**src/lsot_map.vh**
```
`ifndef LSOT_MAP_VH
`define LSOT_MAP_VH

// Register map.
`define LSOT_ADDR_W          8
`define LSOT_DATA_W          8
`define LSOT_OFF_TIME_ADDR   8'h1D
`define LSOT_OFF_TIME_RESET  8'h00
`define LSOT_RDATA_IDLE      8'h00

// Per-sink off-time code fields.
`define LSOT_SINK1_LSB       0
`define LSOT_SINK2_LSB       2
`define LSOT_SINK3_LSB       4
`define LSOT_SINK4_LSB       6
`define LSOT_CODE_W          2

// Off-time code values.
`define LSOT_OFF_DISABLED    2'h0
`define LSOT_OFF_0P6         2'h1
`define LSOT_OFF_1P2         2'h2
`define LSOT_OFF_1P8         2'h3

// Time base: one tick per on-time step of 0.05 s.
`define LSOT_CLK_PERIOD_NS   10
`define LSOT_TICK_NS         50000000
`define LSOT_TICK_CYCLES     (`LSOT_TICK_NS / `LSOT_CLK_PERIOD_NS)

// Off times in time-base ticks: 0.6 s, 1.2 s, 1.8 s.
`define LSOT_OFF_TICKS_0P6   6'h0C
`define LSOT_OFF_TICKS_1P2   6'h18
`define LSOT_OFF_TICKS_1P8   6'h24
`define LSOT_CNT_W           6
`define LSOT_ON_CODE_W       4

// Phase states.
`define LSOT_ST_W            2

`endif

```
**src/lsot_off_timer.v**
```verilog
`timescale 1ns/1ns
`include "lsot_map.vh"

module lsot_off_timer #(
  parameter NUM_SINKS   = 4,
  parameter TICK_CYCLES = `LSOT_TICK_CYCLES
) (
  // Clock and reset.
  input  wire                      ref_clk,
  input  wire                      rst,
  // Register port.
  input  wire [`LSOT_ADDR_W-1:0]   reg_addr,
  input  wire [`LSOT_DATA_W-1:0]   reg_wdata,
  input  wire                      reg_we,
  input  wire                      reg_re,
  output reg  [`LSOT_DATA_W-1:0]   reg_rdata_r,
  // Link to the rest of the sequencer.
  input  wire [`LSOT_ON_CODE_W-1:0] shared_on_time_code,
  input  wire [NUM_SINKS-1:0]      sink_enable,
  input  wire [NUM_SINKS-1:0]      ramp_up_done,
  // Sink drive requests.
  output reg  [NUM_SINKS-1:0]      sink_on_r,
  output reg  [NUM_SINKS-1:0]      sink_off_phase_r
);

  localparam [`LSOT_ST_W-1:0] ST_IDLE = 2'h0;
  localparam [`LSOT_ST_W-1:0] ST_RAMP = 2'h1;
  localparam [`LSOT_ST_W-1:0] ST_ON   = 2'h2;
  localparam [`LSOT_ST_W-1:0] ST_OFF  = 2'h3;

  localparam [`LSOT_CNT_W-1:0] CNT_ONE  = 6'h01;
  localparam [`LSOT_CNT_W-1:0] CNT_ZERO = 6'h00;

  reg  [`LSOT_DATA_W-1:0] sink1_to_4_off_time_r;
  wire                    tick;
  wire [NUM_SINKS-1:0]    on_nxt;
  wire [NUM_SINKS-1:0]    off_nxt;

  // Converts a nonzero off-time code into a count of time-base ticks.
  function [`LSOT_CNT_W-1:0] off_ticks;
    input [`LSOT_CODE_W-1:0] code;
    begin
      case (code)
        `LSOT_OFF_0P6: off_ticks = `LSOT_OFF_TICKS_0P6;
        `LSOT_OFF_1P2: off_ticks = `LSOT_OFF_TICKS_1P2;
        `LSOT_OFF_1P8: off_ticks = `LSOT_OFF_TICKS_1P8;
        default:       off_ticks = CNT_ZERO;
      endcase
    end
  endfunction

  // Picks one sink's code field out of the register.
  function [`LSOT_CODE_W-1:0] sink_code;
    input [`LSOT_DATA_W-1:0] regv;
    input integer            idx;
    begin
      case (idx)
        0:       sink_code = regv[`LSOT_SINK1_LSB +: `LSOT_CODE_W];
        1:       sink_code = regv[`LSOT_SINK2_LSB +: `LSOT_CODE_W];
        2:       sink_code = regv[`LSOT_SINK3_LSB +: `LSOT_CODE_W];
        default: sink_code = regv[`LSOT_SINK4_LSB +: `LSOT_CODE_W];
      endcase
    end
  endfunction

  lsot_timebase #(
    .TICK_CYCLES (TICK_CYCLES),
    .CNT_W       (32)
  ) u_timebase (
    .ref_clk (ref_clk),
    .rst     (rst),
    .tick_r  (tick)
  );

  // Register write and read-back.
  always @(posedge ref_clk)
  begin
    if (rst)
    begin
      sink1_to_4_off_time_r <= `LSOT_OFF_TIME_RESET;
      reg_rdata_r           <= `LSOT_RDATA_IDLE;
    end
    else
    begin
      if (reg_we && (reg_addr == `LSOT_OFF_TIME_ADDR))
        sink1_to_4_off_time_r <= reg_wdata;
      // Reads of any other address return idle data; there is no error response.
      if (reg_re && (reg_addr == `LSOT_OFF_TIME_ADDR))
        reg_rdata_r <= sink1_to_4_off_time_r;
      else
        reg_rdata_r <= `LSOT_RDATA_IDLE;
    end
  end

  // A tick can fall in the entry cycle, so the first tick of an interval is partial.
  genvar g;
  generate
    for (g = 0; g < NUM_SINKS; g = g + 1)
    begin : g_sink
      reg  [`LSOT_ST_W-1:0]   st_r;
      reg  [`LSOT_ST_W-1:0]   st_nxt;
      reg  [`LSOT_CNT_W-1:0]  cnt_r;
      reg  [`LSOT_CNT_W-1:0]  cnt_nxt;
      wire [`LSOT_CODE_W-1:0] code;

      assign code = sink_code(sink1_to_4_off_time_r, g);

      always @*
      begin
        st_nxt  = st_r;
        cnt_nxt = cnt_r;
        if (!sink_enable[g])
        begin
          st_nxt  = ST_IDLE;
          cnt_nxt = CNT_ZERO;
        end
        else
        begin
          case (st_r)
            ST_IDLE:
            begin
              // Enabled with code 00 holds here, sink on.
              if (code != `LSOT_OFF_DISABLED)
                st_nxt = ST_RAMP;
            end
            ST_RAMP:
            begin
              if (code == `LSOT_OFF_DISABLED)
                st_nxt = ST_IDLE;
              else if (ramp_up_done[g])
              begin
                // Zero on time skips the on phase and starts the off interval at once.
                if (shared_on_time_code == {`LSOT_ON_CODE_W{1'b0}})
                begin
                  st_nxt  = ST_OFF;
                  cnt_nxt = off_ticks(code);
                end
                else
                begin
                  st_nxt  = ST_ON;
                  cnt_nxt = {{(`LSOT_CNT_W-`LSOT_ON_CODE_W){1'b0}}, shared_on_time_code};
                end
              end
            end
            ST_ON:
            begin
              if (code == `LSOT_OFF_DISABLED)
                st_nxt = ST_IDLE;
              else if (tick)
              begin
                if (cnt_r <= CNT_ONE)
                begin
                  st_nxt  = ST_OFF;
                  cnt_nxt = off_ticks(code);
                end
                else
                  cnt_nxt = cnt_r - CNT_ONE;
              end
            end
            ST_OFF:
            begin
              // The code latched at entry runs to completion.
              if (tick)
              begin
                if (cnt_r <= CNT_ONE)
                begin
                  st_nxt  = ST_RAMP;
                  cnt_nxt = CNT_ZERO;
                end
                else
                  cnt_nxt = cnt_r - CNT_ONE;
              end
            end
            default:
            begin
              st_nxt  = ST_IDLE;
              cnt_nxt = CNT_ZERO;
            end
          endcase
        end
      end

      // Next output levels; all sinks are registered together below.
      assign on_nxt[g]  = sink_enable[g] && (st_nxt != ST_OFF);
      assign off_nxt[g] = (st_nxt == ST_OFF);

      always @(posedge ref_clk)
      begin
        if (rst)
        begin
          st_r  <= ST_IDLE;
          cnt_r <= CNT_ZERO;
        end
        else
        begin
          st_r  <= st_nxt;
          cnt_r <= cnt_nxt;
        end
      end
    end
  endgenerate

  // One process drives each output vector, straight from its flip-flops.
  always @(posedge ref_clk)
  begin
    if (rst)
    begin
      sink_on_r        <= {NUM_SINKS{1'b0}};
      sink_off_phase_r <= {NUM_SINKS{1'b0}};
    end
    else
    begin
      sink_on_r        <= on_nxt;
      sink_off_phase_r <= off_nxt;
    end
  end

endmodule // lsot_off_timer

```
**src/lsot_timebase.v**
```verilog
`timescale 1ns/1ns
`include "lsot_map.vh"

module lsot_timebase #(
  parameter TICK_CYCLES = `LSOT_TICK_CYCLES,
  parameter CNT_W       = 23
) (
  // Clock and reset.
  input  wire ref_clk,
  input  wire rst,
  // Tick output.
  output reg  tick_r
);

  reg  [CNT_W-1:0] div_r;
  wire             wrap;

  assign wrap = (div_r == TICK_CYCLES[CNT_W-1:0] - {{(CNT_W-1){1'b0}}, 1'b1});

  // Free-running divider producing one pulse per tick period.
  always @(posedge ref_clk)
  begin
    if (rst)
    begin
      div_r  <= {CNT_W{1'b0}};
      tick_r <= 1'b0;
    end
    else
    begin
      tick_r <= wrap;
      if (wrap)
        div_r <= {CNT_W{1'b0}};
      else
        div_r <= div_r + {{(CNT_W-1){1'b0}}, 1'b1};
    end
  end

endmodule // lsot_timebase

```
**config.mk**
```make
export PLATFORM = sky130hd
export DESIGN_NAME = lsot_off_timer
export DESIGN_NICKNAME = d
export VERILOG_FILES = /design/src/lsot_off_timer.v /design/src/lsot_timebase.v
export VERILOG_INCLUDE_DIRS = /design/src
export SDC_FILE = /design/constraint.sdc
export NUM_CORES = 1
export LEC_CHECK = 0
export ABC_AREA = 1
export BUFFER_PORTS_ARGS = -buffer_cell sky130_fd_sc_hd__buf_4
export CORE_MARGIN = 2
export CORE_UTILIZATION = 65
export DETAILED_ROUTE_END_ITERATION = 8
export PLACE_DENSITY = 0.83
export SLEW_MARGIN = 40
export SYNTH_ARGS = -nofsm -noshare
export SYNTH_HDL_FRONTEND = slang
export SYNTH_SLANG_ARGS = --single-unit
export TNS_END_PERCENT = 100
```
**constraint.sdc**
```tcl
create_clock -name ref_clk -period 2.3 [get_ports ref_clk]
set_input_delay 0.345 -clock ref_clk [delete_from_list [all_inputs] [get_ports ref_clk]]
set_output_delay 0.345 -clock ref_clk [all_outputs]
set_load 0.02 [all_outputs]
```
After elaboration in Yosys (flattened, before gate mapping):

Cells that the tools add are included.
Widths: inputs -> output; s select.

* add/sub/neg operators: 5
* magnitude comparators: 4
* equality and inequality tests: 54
* mux-type cells: 81
* bitwise gates (word level): 5
* reduce and logical (&&, ||, !) cells: 33

Operator list (number)
* $mux 6: 32
* $pmux 6 s3: 8
* $mux 2: 36
* $eq 2x2->1 const B: 20
* $add 32x1->32 const B: 1
* $eq 32x23->1 const B: 1
* $ne 2x2->1 const B: 16
* $pmux 2 s4: 4
* $le 6x1->1 const B: 4
* $reduce_and 6->1: 4
* $sub 6x1->6 const B: 4
* $eq 2x1->1 const B: 8
* $logic_not 2->1: 8
* $ne 2x1->1 const B: 8
* $reduce_bool 3->1: 4
* $reduce_or 2->1: 6
* $eq 8x5->1 const B: 1
* $reduce_bool 2->1: 4
* $logic_and 1x1->1: 6
* $not 1->1: 5
* $logic_not 4->1: 1
* $mux 1: 1

* register bits: 89
* input bits: 32
* output and inout bits: 16
* logic and storage cells: 196

Depth between registers and ports, before layout:

Gate-level depths: netlist (run 1).

* word-level depth: 8
* gate-level depth with buffers: 11
* depth with buffers taken out: 11

By module:

From an unflattened synthesis (run 1), not the netlist that was laid out.

* cells, all modules: 860
* area, all modules: 5487.8 µm²

Modules (own cells, without submodules)
* lsot_off_timer: instances 1, cells each 549, area an instance 3579.7 µm², sequential area each 1121.1 µm²
* lsot_timebase: instances 1, cells each 311, area an instance 1908.1 µm², sequential area each 660.6 µm²

Worst setup path before layout (run 1):

No wires, ideal clock.

* kind: register to register
* from: register u_timebase.div_r[0]
* to: register u_timebase.div_r[12]
* setup time: 0.122 ns
* data arrival time: 1.383 ns
* required time: 2.178 ns
* slack: 0.796 ns
* cell stages (with the launch flop): 10
* path buffers: 1
* clock period less this slack: 1.504 ns
* cells stage by stage: dfxtp_1 > ha_1 > nand2_2 > nor2_4 > nand4_1 > nor2_1 > nand2_1 > nand2_2 > buf_6 > a21oi_1

* longest elaborated chain between the ends: 2
* elaborated cells between the ends (all ways): 3
* those cells by class: add/sub (1); eq/ne (1); reduce/logical (1)

RTL lines
* start, declared: RTL line lsot_timebase.v:15 `reg [CNT_W-1:0] div_r;`
* start signal, assigned: RTL line lsot_timebase.v:25 `div_r <= {CNT_W{1'b0}};`
* start signal, assigned: RTL line lsot_timebase.v:32 `div_r <= {CNT_W{1'b0}};`
* start signal, assigned: RTL line lsot_timebase.v:34 `div_r <= div_r + {{(CNT_W-1){1'b0}}, 1'b1};`
* parallel branches: the longest is 2 deep, another holds $add 32x1->32

Parallel ways; which one is timed is not known.
A chain may end at the register's enable or synchronous reset.

Worst setup path in the final report (run 1):

* from: register u_timebase.div_r[0]
* to: register u_timebase.div_r[7]

Same word-level chain as after synthesis.

==> results of run 1 <==
## power by group through the flow
stage / registers (W) / clock network [W] / logic (W)
2_1_floorplan: 0.00159 / 0 / 0.0000610
3_3_place_gp: 0.00159 / 0 / 0.000141
3_5_place_dp: 0.00159 / 0 / 0.000144
4_1_cts: 0.00155 / 0.00120 / 0.000144
5_1_grt: 0.00156 / 0.00126 / 0.000158
6_report: 0.00156 / 0.00120 / 0.000146
## synth_stat cells, drive strengths merged
| cell type | n | area share |
|---|---|---|
| xnor2 | 4 | 0.0065 |
| nor3 | 22 | 0.020 |
| o21bai | 2 | 0.0028 |
| inv | 114 | 0.079 |
| a21oi | 60 | 0.056 |
| a2bb2oi | 1 | 0.0016 |
| a211oi | 2 | 0.0028 |
| o21ai | 38 | 0.036 |
| buf | 12 | 0.016 |
| nand4 | 16 | 0.019 |
| nand3b | 5 | 0.0069 |
| clkbuf | 1 | 0.00069 |
| xor2 | 7 | 0.011 |
| or2 | 2 | 0.0028 |
| o22ai | 1 | 0.0012 |
| dfxtp | 89 | 0.33 |
| clkinv | 2 | 0.0014 |
| nor2 | 161 | 0.12 |
| a22oi | 3 | 0.0042 |
| nand2 | 222 | 0.16 |
| nand3 | 71 | 0.067 |
| nor3b | 1 | 0.0014 |
| ha | 25 | 0.058 |
| a31oi | 2 | 0.0023 |
| nor4 | 1 | 0.0023 |
## sequential cells by signal, summed over array words and instances (netlist names)
signal / count
sink1_to_4_off_time_r: 8
g_sink.cnt_r: 24
sink_on_r: 4
u_timebase.div_r: 32
sink_off_phase_r: 4
u_timebase.tick_r: 1
g_sink.st_r: 8
reg_rdata_r: 8
## worst paths after layout
path                            cells after the start  slack, ps                                     to
worst min register to register                      2        470        u_timebase.div_r[30]$_SDFF_PP0_
worst max register to register                      9        560         u_timebase.div_r[7]$_SDFF_PP0_
worst min-delay path                                3        200  sink1_to_4_off_time_r[1]$_SDFFE_PP0P_
worst max-delay path                                9        560         u_timebase.div_r[7]$_SDFF_PP0_
## critical path, stage by stage, from the launching register on
cell     delay (ps)
dfxtp_1         430
ha_1            280
nand2_2         110
nor2_4          150
nand4_1          90
nor2_1          110
nand2_1          90
nand2_2          90
buf_12          200
a21oi_1          60
## layout make-up
| cell class | count | area (um2) | area share |
|---|---|---|---|
| clock buffer | 9 | 124 | 0.0205 |
| clock inverter | 7 | 93.8 | 0.0155 |
| inverter | 116 | 435 | 0.0720 |
| multi-input combinational | 646 | 3100 | 0.512 |
| sequential | 89 | 1780 | 0.294 |
| tap | 105 | 131 | 0.0217 |
| timing repair buffer | 50 | 388 | 0.0641 |
## per-stage QoR
| step | worst slack (ps) | instances | total power [W] |
|---|---|---|---|
| 2_1_floorplan | 796 | 864 | 0.00166 |
| 3_3_place_gp | 675 | 1006 | 0.00173 |
| 3_5_place_dp | 607 | 1006 | 0.00173 |
| 4_1_cts | 580 | 1022 | 0.00290 |
| 5_1_grt | 411 | 1022 | 0.00297 |
| 6_report | 560 | 1022 | 0.00290 |
## per-layer routing
| metal | GRT usage | wire, um | vias up | part of all wire |
|---|---|---|---|---|
| met5 | 0 | 0 | - | 0 |
| met4 | 0.136 | 391 | 0 | 0.027 |
| met3 | 0.0506 | 1180 | 34 | 0.081 |
| met2 | 0.548 | 6760 | 236 | 0.46 |
| met1 | 0.420 | 6240 | 2559 | 0.43 |
| li1 | - | - | 2851 | - |
## kinds of logic after synthesis
| kind of cell | share of synthesized area |
|---|---|
| flip-flops | 0.330 |
| XOR/XNOR | 0.0178 |
| AO/OA/AOI/OAI | 0.106 |
| buffers and inverters | 0.0972 |
| AND/OR/NAND/NOR | 0.391 |
| adder cells (fa/ha/maj) | 0.0579 |
==> metrics.md, run 1 <==
| Metric | Value |
|---|---|
| Fmax | `575 MHz` |
| Core Util, Final | `0.744` |
| First-pass GRT wire length | `23.2 mm` |
| Worst Max-Slew Pin Slew | `578 ps` |
| Max Clock Skew | `17.4 ps` |
| LEAKAGE | `2.49 nW` |
| PwrDens | `between 400 and 500 mW/mm2` |
| Final hold viol count | `0` |
| Comb power frac | `0.050` |
| Req. time, crit path | `2560 ps` |
| RSZ-0062 raised after global routing | `no` |
| Commonest non-fill, non-tap cells in the layout | `nand2_1 (216), nor2_1 (156), inv_1 (111), dfxtp_1 (89), nand3_1 (70)` |
| #FFs+latches synth | `89` |
| Max clock buf depth | `2` |
| CP Max Fanout | `32` |
| CP Capture Type | `flip-flop` |
| Rel. slew slack | `0.613` |
| Syn_nets | `921` |
| Htree depth | `3` |
| Root Driver | `clkbuf_8` |
| Netlist cell types | `35` |
| Die ar. | `0.00906 mm2` |
| Drc violations | `0` |
| Area grow syn2layout | `12.0%` |
| Min-delay worst type | `in2reg` |
| Reg2reg start | `u_timebase.div_r[0]$_SDFF_PP0_` |
| DRT Wirelength | `14.6 mm` |
| Post-Layout Inst Area | `just over 0.006 mm2` |
| Clock Sink Count | `89` |
| Setup Fix Bufs, Post-CTS | `0` |
| Port Buffers | `47` |
| IO Count | `48` |
| Post-cts resize count | `0` |
| Status | `finished, final reports clean` |
| Setup TNS Final | `0 ps` |
| Worst-path clk slew | `about 90 ps` |
| Post-Synthesis Cells | `864` |
| Commonest non-fill, non-tap cell in the layout | `nand2_1` |
| Die height | `95.2 um` |
| Beginning of the worst hold path | `reg_wdata[1]` |
| Nets@finish | `969` |
| Pint | `0.00222 W` |
| Fillers | `684` |
| Per-cell routed wire length | `roughly 14 um` |
| Core footprint | `0.00813 mm2` |
| Slew Limit Fails | `0` |
| Detailed Routing Iterations Pass 1 | `5` |
| Initial Util | `0.664` |
| Sequential Power Share | `0.536` |
| ANT cells | `0` |
| Endpoints failing setup | `0` |
| GPL Wtd Cong | `0.924` |
| Clock share of power | `0.413` |
| Critical path data arrival time | `2000 ps` |
| Critical setup path kind | `reg2reg` |
| # rows | `33` |
| Hpwl dp | `11.1 mm` |
| Layout cells sized above 1 | `0.0927` |
| Final global-route overflow total | `0` |
| Post-route ant nets | `0` |
| Peak supply drop | `0.271 mV` |
| Number of global-route vias before repair | `5,203` |
| CP Launch Point | `u_timebase.div_r[0]$_SDFF_PP0_` |
| Final Cycle Share | `0.757` |
| WHS | `205 ps` |
| Initial antenna violation count | `0` |
| Post-CTS Hold Fix Bufs | `0` |
| Die width | `95.2 um` |
| Synth Cell Area | `0.00540 mm2` |
| Worst-Skew Late Latency | `380 ps` |
| Via density | `5.56` |
| CTS tree | `yes` |
| Largest net degree at the start of global routing | `33` |
| Minimum clock period | `1740 ps` |
| Initial DRC count | `379` |
| Syn Area/Cell | `6.25 um2` |
| # Max-Cap Violations | `0` |
| CP Launch Type | `flip-flop` |
| GRT Util Overall | `0.327` |
| Ys Warns | `0` |
| Routed via count | `roughly 5,700` |
| Switch share | `0.234` |
| Placed Instance Area | `0.00583 mm2` |
| Sequential area share after synthesis | `0.330` |
| Switching Power | `0.000679 W` |
| CTS Buf Count | `9` |
No activity file was read; power rests on OpenSTA's default activity.
==> inputs of run 2 (changes only) <==
--- a/config.mk
+++ b/config.mk
@@ -6,12 +6,12 @@
 export SDC_FILE = /design/constraint.sdc
 export NUM_CORES = 1
 export LEC_CHECK = 0
-export ABC_AREA = 1
+export ABC_AREA = 0
 export BUFFER_PORTS_ARGS = -buffer_cell sky130_fd_sc_hd__buf_4
 export CORE_MARGIN = 2
-export CORE_UTILIZATION = 65
+export CORE_UTILIZATION = 54
 export DETAILED_ROUTE_END_ITERATION = 8
-export PLACE_DENSITY = 0.83
+export PLACE_DENSITY = 0.74
 export SLEW_MARGIN = 40
 export SYNTH_ARGS = -nofsm -noshare
 export SYNTH_HDL_FRONTEND = slang
==> constraint.sdc (replaced) <==
create_clock -name ref_clk -period 1.5 [get_ports ref_clk]
set_input_delay 0.225 -clock ref_clk [delete_from_list [all_inputs] [get_ports ref_clk]]
set_output_delay 0.225 -clock ref_clk [all_outputs]
set_load 0.02 [all_outputs]
==> run 2 against run 1 <==
Sequential power up 53%; flip-flop and latch count is the same; global-route usage is 3.3 points lower; cell area increased by 26%; highest routed layer unchanged; critical path type unchanged; combinational power up 100%; critical path depth fell by 3; core utilization increased by 9.4 points; via count is 2.7% lower; the run now ends with negative setup slack left.
==> metrics.md, run 2 <==
| Metric | Value |
|---|---|
| Met1 GRT Util | `0.353` |
| Met3 GRT Util | `0.0682` |
| Fillers | `494` |
| Root Driver | `clkbuf_8` |
| #FFs+latches synth | `89` |
| Nets@finish | `roughly 840` |
| Fmax | `506 MHz` |
| Final Cycle Share | `1.32` |
| CTS Buf Count | `9` |
| Hold Path End | `sink1_to_4_off_time_r[3]$_SDFFE_PP0P_` |
| Max clock buf depth | `2` |
| Worst-Skew Late Latency | `350 ps` |
| Syn_nets | `648` |
| Hold depth | `3` |
| GRT Util Overall | `0.294` |
| Max Clock Skew | `roughly 8.7 ps` |
| Sequential area share after synthesis | `0.358` |
| Clock Sink Count | `just under 90` |
| Sequential Power Share | `0.582` |
| Final hold viol count | `0` |
| Post-route ant nets | `0` |
| Synth Flop Type | `dfxtp_1` |
| GPL Wtd Cong | `0.918` |
| Initial antenna violation count | `0` |
| Failing checks | `negative setup slack` |
| First-pass GRT wire length | `23.6 mm` |
| Status | `finished, violations left` |
| Slew Limit Fails | `0` |
| Core footprint | `0.00911 mm2` |
| CP Capture Type | `flip-flop` |
| Synth cell count leaders | `dfxtp_1 (89), nor2_1 (63), a21oi_1 (35), inv_1 (33), o21ai_0 (32)` |
| Largest net degree at the start of global routing | `16` |
| Critical path data arrival time | `2220 ps` |
| Min-delay worst type | `in2reg` |
| Die height | `100 um` |
| Commonest non-fill, non-tap cells in the layout | `buf_4 (185), dfxtp_1 (59), nor2_1 (58), dfxtp_2 (26), a21oi_1 (25)` |
| Non-filler instance count after layout | `897` |
| Reg2Reg Setup Slack | `-480 ps` |
| Initial DRC count | `403` |
| Port Buffers | `47` |
| Number of flops mapped to enable cells by yosys | `0` |
| # Max-Cap Violations | `0` |
| Post-CTS Hold Fix Bufs | `0` |
| Critical setup path kind | `reg2reg` |
| CP Launch Type | `flip-flop` |
| Detailed Routing Iterations Pass 1 | `5` |
| Via density | `6.16` |
| Most Used Layer, Global Route | `met2` |
| Post-synth top area share | `0.358` |
| IO Count | `48` |
| Hpwl dp | `10.2 mm` |
| Beginning of the worst hold path | `reg_wdata[3]` |
| PwrDens | `537 mW/mm2` |
| GR Util met2 | `0.513` |
| Synth Cell Area | `0.00498 mm2` |
| Rel. slew slack | `0.564` |
| Reg2reg start | `u_timebase.div_r[6]$_SDFF_PP0_` |
| Die width | `about 100 um` |
| Most common cell in the netlist | `dfxtp_1` |
| Layout cells sized above 1 | `0.476` |
| Post-Layout Inst Area | `0.00763 mm2` |
| Synth area leader | `dfxtp_1` |
| Req. time, crit path | `1740 ps` |
| Post-Synthesis Cells | `591` |
| Initial Util | `0.547` |
| Drc violations | `0` |
| Htree depth | `3` |
| Worst Max-Slew Pin Slew | `roughly 650 ps` |
| Worst-path clk slew | `90 ps` |
| Netlist cell types | `72` |
| Syn Area/Cell | `about 8.4 um2` |
| Switch share | `0.243` |
| Peak supply drop | `0.364 mV` |
| ANT cells | `0` |
| Placed Instance Area | `approximately 0.0066 mm2` |
| Minimum clock period | `1980 ps` |
| Area grow syn2layout | `53.3%` |
| Ys Warns | `0` |
| CP Max Fanout | `6` |
| Routed via count | `5,524` |
| Pint | `just over 0.003 W` |
| Setup ws final | `-478 ps` |
| Comb power frac | `0.072` |
| Placed cell count | `854` |
| Endpoints failing setup | `55` |
| Per-cell routed wire length | `about 19 um` |
| Number of global-route vias before repair | `5,068` |
| Fraction of registers with async set/reset | `0` |
| Switching Power | `a little under 0.001 W` |
| CTS tree | `yes` |
| DRT Wirelength | `16.6 mm` |
| Commonest non-fill, non-tap cell in the layout | `buf_4` |
| LEAKAGE | `3.03 nW` |
| # rows | `35` |
| Die ar. | `0.0100 mm2` |
| Clock share of power | `0.346` |
| Final global-route overflow total | `0` |
| Most flop-heavy register | `u_timebase.div_r` |
| RSZ-0062 raised after global routing | `yes` |
| Reg2reg end | `u_timebase.div_r[28]$_SDFF_PP0_` |
| Max reg flops | `32` |
| Worst R2R Path Depth | `6` |
| Top Registers | `u_timebase.div_r (32), g_sink.cnt_r (24)` |
| Ranking of synthesized cells by area | `dfxtp_1 (36%), ha_1 (6.3%), nor2_1 (4.7%)` |
==> run 2: worst max path at each step <==
stage | cells past startpoint | slack (ps) | start | endpoint
6_report | 6 | -480 | u_timebase.div_r[6]$_SDFF_PP0_ | u_timebase.div_r[28]$_SDFF_PP0_
5_1_grt | 6 | -540 | u_timebase.div_r[5]$_SDFF_PP0_ | u_timebase.div_r[28]$_SDFF_PP0_
4_1_cts | 5 | -380 | u_timebase.div_r[0]$_SDFF_PP0_ | u_timebase.div_r[22]$_SDFF_PP0_
3_5_place_dp | 5 | -380 | u_timebase.div_r[4]$_SDFF_PP0_ | u_timebase.div_r[25]$_SDFF_PP0_
3_3_place_gp | 5 | -300 | u_timebase.div_r[4]$_SDFF_PP0_ | u_timebase.div_r[27]$_SDFF_PP0_
2_1_floorplan | 6 | -310 | u_timebase.div_r[1]$_SDFF_PP0_ | u_timebase.div_r[28]$_SDFF_PP0_
==> run 2: metrics by stage <==
stage           util  power (W)  setup TNS (ps)  hold WS, ps  setup WS, ps
4_1_cts        0.787    0.00408          -10580         98.5          -376
6_report       0.838    0.00410          -13040          125          -478
3_3_place_gp   0.729    0.00268          -10640          449          -299
2_1_floorplan      -    0.00254           -6630          369          -310
3_5_place_dp   0.729    0.00268          -13820          461          -379
5_1_grt        0.838    0.00424          -16120          119          -544
==> run 2: timing repair <==
| item | 4_1_cts | 5_1_grt |
|---|---|---|
| setup endpoints to repair | 65 | 70 |
| gates resized for setup | 60 | 84 |
| gates cloned | 3 | 1 |
| setup buffers | 13 | 15 |
| pin swaps | 31 | 44 |
==> run 2: cell type report <==
cell class	count	area, um2	area share
clock buffer	11	131	0.0172
timing repair buffer	205	1670	0.219
sequential	89	1830	0.240
tap	111	139	0.0182
clock inverter	5	22.5	0.00295
inverter	33	129	0.0169
multi-input combinational	443	3710	0.486
==> run 2: worst max-delay path, cell delays in order (launching register included) <==
cell and delay, ps:
dfxtp_2 330, nand4_1 200, buf_4 210, or4_4 530
buf_4 170, o31ai_1 340, a21oi_2 90
==> run 2: layer usage <==
layer | share of wire | up-vias
li1 | - | 2584
met1 | 0.39 | 2626
met2 | 0.51 | 249
met3 | 0.061 | 65
met4 | 0.039 | 0
met5 | 0 | -
==> run 2: logic make-up after synthesis <==
family                     share of synthesized area
AOI/OAI and AO/OA                              0.217
buffers and inverters                         0.0515
and+or+nand+nor                                0.255
xor gates and xnor gates                      0.0352
muxes                                         0.0201
adders and majority gates                     0.0628
DFF                                            0.358
==> run 2: power groups by stage <==
stage	combinational (W)	sequential, W	clock (W)
6_report	0.000297	0.00238	0.00142
5_1_grt	0.000313	0.00239	0.00154
3_5_place_dp	0.000241	0.00244	0
4_1_cts	0.000273	0.00238	0.00142
2_1_floorplan	0.0000932	0.00245	0
3_3_place_gp	0.000236	0.00244	0
==> inputs of run 3 (changes only) <==
--- a/config.mk
+++ b/config.mk
@@ -9,9 +9,9 @@
 export ABC_AREA = 0
 export BUFFER_PORTS_ARGS = -buffer_cell sky130_fd_sc_hd__buf_4
 export CORE_MARGIN = 2
-export CORE_UTILIZATION = 54
+export CORE_UTILIZATION = 64
 export DETAILED_ROUTE_END_ITERATION = 8
-export PLACE_DENSITY = 0.74
+export PLACE_DENSITY = 0.82
 export SLEW_MARGIN = 40
 export SYNTH_ARGS = -nofsm -noshare
 export SYNTH_HDL_FRONTEND = slang
==> constraint.sdc (replaced) <==
create_clock -name ref_clk -period 2.4 [get_ports ref_clk]
set_input_delay 0.36 -clock ref_clk [delete_from_list [all_inputs] [get_ports ref_clk]]
set_output_delay 0.36 -clock ref_clk [all_outputs]
set_load 0.02 [all_outputs]
==> run 3 against run 2 <==
The flow now finishes without violations; clock power shrank 33%; via count down 17%; clock skew is essentially flat; combinational power shrank 57%; non-clock buffer count decreased by 150; clock-buffer cell count rose by 1; sequential power is 37% lower; die area shrank 15%; critical path depth is 1 lower; worst setup slack gained 670 ps; global-route usage is 1.4 points lower; first-iteration DRC count is 9.4% lower.
==> metrics.md, run 3 (same netlist as run 2, synthesis figures left out) <==
| Metric | Value |
|---|---|
| Status | `finished, final reports clean` |
| Max reg flops | `32` |
| Commonest non-fill, non-tap cell in the layout | `dfxtp_1` |
| Hold Path End | `sink1_to_4_off_time_r[5]$_SDFFE_PP0P_` |
| Core footprint | `0.00765 mm2` |
| Post-route ant nets | `0` |
| Total Power | `approximately 0.0026 W` |
| Hold depth | `3` |
| Beginning of the worst hold path | `reg_wdata[5]` |
| CTS Buf Count | `9` |
| Post-cts resize count | `0` |
| Worst-path clk slew | `roughly 80 ps` |
| Worst Max-Slew Pin Slew | `753 ps` |
| Number of global-route vias before repair | `between 4,000 and 5,000` |
| Worst-Skew Late Latency | `360 ps` |
| Initial DRC count | `365` |
| Layout cells sized above 1 | `0.145` |
| Slowest cell on the critical path | `or4_1` |
| Area of the multi-input gates | `just under 0.003 mm2` |
| GPL Wtd Cong | `between 0.9 and 1` |
| GRT Util Overall | `0.280` |
| Rel. slew slack | `0.495` |
| # Max-Cap Violations | `0` |
| Hpwl dp | `8.33 mm` |
| Final hold viol count | `0` |
| Initial antenna violation count | `0` |
| Final global-route overflow total | `0` |
| IO Count | `48` |
| Largest net degree at the start of global routing | `24` |
| Slew Limit Fails | `0` |
| Worst path buffer plus inverter count | `0` |
| Drc violations | `0` |
| CTS tree | `yes` |
| Fmax | `453 MHz` |
| Clock Sink Count | `89` |
| Final Cycle Share | `0.920` |
| Reg2reg end | `u_timebase.div_r[20]$_SDFF_PP0_` |
| Delay of the slowest cell on the worst path | `730 ps` |
| CP Capture Type | `flip-flop` |
| Most flop-heavy register | `u_timebase.div_r` |
| Reg2Reg Setup Slack | `190 ps` |
| First-pass GRT wire length | `19.5 mm` |
| LEAKAGE | `2.10 nW` |
| PwrDens | `~460 mW/mm2` |
| Detailed Routing Iterations Pass 1 | `5` |
| Fillers | `602` |
| RSZ-0062 raised after global routing | `no` |
| Met3 GRT Util | `0.0435` |
| CP top delay family | `simple AND/OR/NAND/NOR gates` |
| Die width | `92.2 um` |
| Commonest non-fill, non-tap cells in the layout | `dfxtp_1 (89), nor2_1 (63), buf_4 (55), a21oi_1 (35), inv_1 (33)` |
| Area grow syn2layout | `11.8%` |
| Critical path cell sequence | `ha_1 -> nand3_2 -> or4_1 -> or4_1 -> a21oi_1` |
| Root Driver | `clkbuf_8` |
| Nets@finish | `688` |
| Minimum clock period | `2210 ps` |
| Min-delay worst type | `in2reg` |
| WHS | `250 ps` |
| Most used cell along the critical path | `or4_1` |
| CP Max Fanout | `11` |
| Pre-CTS setup slack | `approximately 210 ps` |
| Initial Util | `0.651` |
| Setup Fix Bufs, Post-CTS | `0` |
| ANT cells | `0` |
| Reg area | `0.00178 mm2` |
| Peak supply drop | `0.320 mV` |
| Critical setup path kind | `reg2reg` |
| CP Launch Type | `flip-flop` |
| Max Clock Skew | `8.36 ps` |
| Reg2reg start | `u_timebase.div_r[0]$_SDFF_PP0_` |
| # rows | `32` |
| Die height | `92.2 um` |
| Top Registers | `u_timebase.div_r (32), g_sink.cnt_r (24)` |
| DRT Wirelength | `11.4 mm` |
| Port Buffers | `47` |
| Per-cell routed wire length | `~15 um` |
| Critical path data arrival time | `2490 ps` |
| Met1 GRT Util | `0.358` |
| Setup TNS Final | `0 ps` |
| Endpoints failing setup | `0` |
| Via density | `6.21` |
| Req. time, crit path | `2680 ps` |
| Die ar. | `0.00850 mm2` |
| CP Launch Point | `u_timebase.div_r[0]$_SDFF_PP0_` |
| Max clock buf depth | `2` |
| Setup ws final | `approximately 190 ps` |
| Worst R2R Path Depth | `5` |
| GR Util met2 | `0.472` |
| Htree depth | `3` |
| Most Used Layer, Global Route | `met2` |
| Post-CTS Hold Fix Bufs | `0` |
| Routed via count | `4,578` |
## run 3: area by class of cell
class / count / share of cell area
well taps: 102 / 0.0229
repair buffers: 55 / 0.0742
multi-input cells: 443 / 0.528
flip-flops and latches: 89 / 0.320
clock buffers: 12 / 0.0297
inverters: 33 / 0.0223
clock inverters: 3 / 0.00270
## run 3: power by group
group	switching, W	internal, W	total, W
Clock	0.000504	0.000451	0.000955
Sequential	0.00000651	0.00148	0.00149
Combinational	0.0000669	0.0000621	0.000129
## run 3: tightest hold or removal path: stages
cell and delay (ps):
buf_4 80, mux2i_1 50, nor2_1 80
## run 3: routing by layer
metal	up-vias	part of all wire
met5	-	0
met4	0	0.026
met3	22	0.058
met2	130	0.47
met1	2159	0.45
li1	2267	-
## run 3: metrics by stage
step / std cells / utilization / instance area (um2)
floorplan: 591 / - / 4980
global placement: 721 / 0.703 / 5380
detailed placement: 721 / 0.703 / 5380
CTS: 736 / 0.727 / 5560
global route: 737 / 0.728 / 5570
finish: 737 / 0.728 / 5570
## run 3: worst max-delay path by stage
stage / to / slack (ps) / cells past startpoint
6_report: u_timebase.div_r[20]$_SDFF_PP0_ / 190 / 5
5_1_grt: u_timebase.div_r[22]$_SDFF_PP0_ / 50 / 5
4_1_cts: u_timebase.div_r[26]$_SDFF_PP0_ / 190 / 5
3_5_place_dp: u_timebase.div_r[26]$_SDFF_PP0_ / 210 / 5
3_3_place_gp: u_timebase.div_r[30]$_SDFF_PP0_ / 290 / 5
2_1_floorplan: u_timebase.div_r[28]$_SDFF_PP0_ / 360 / 6
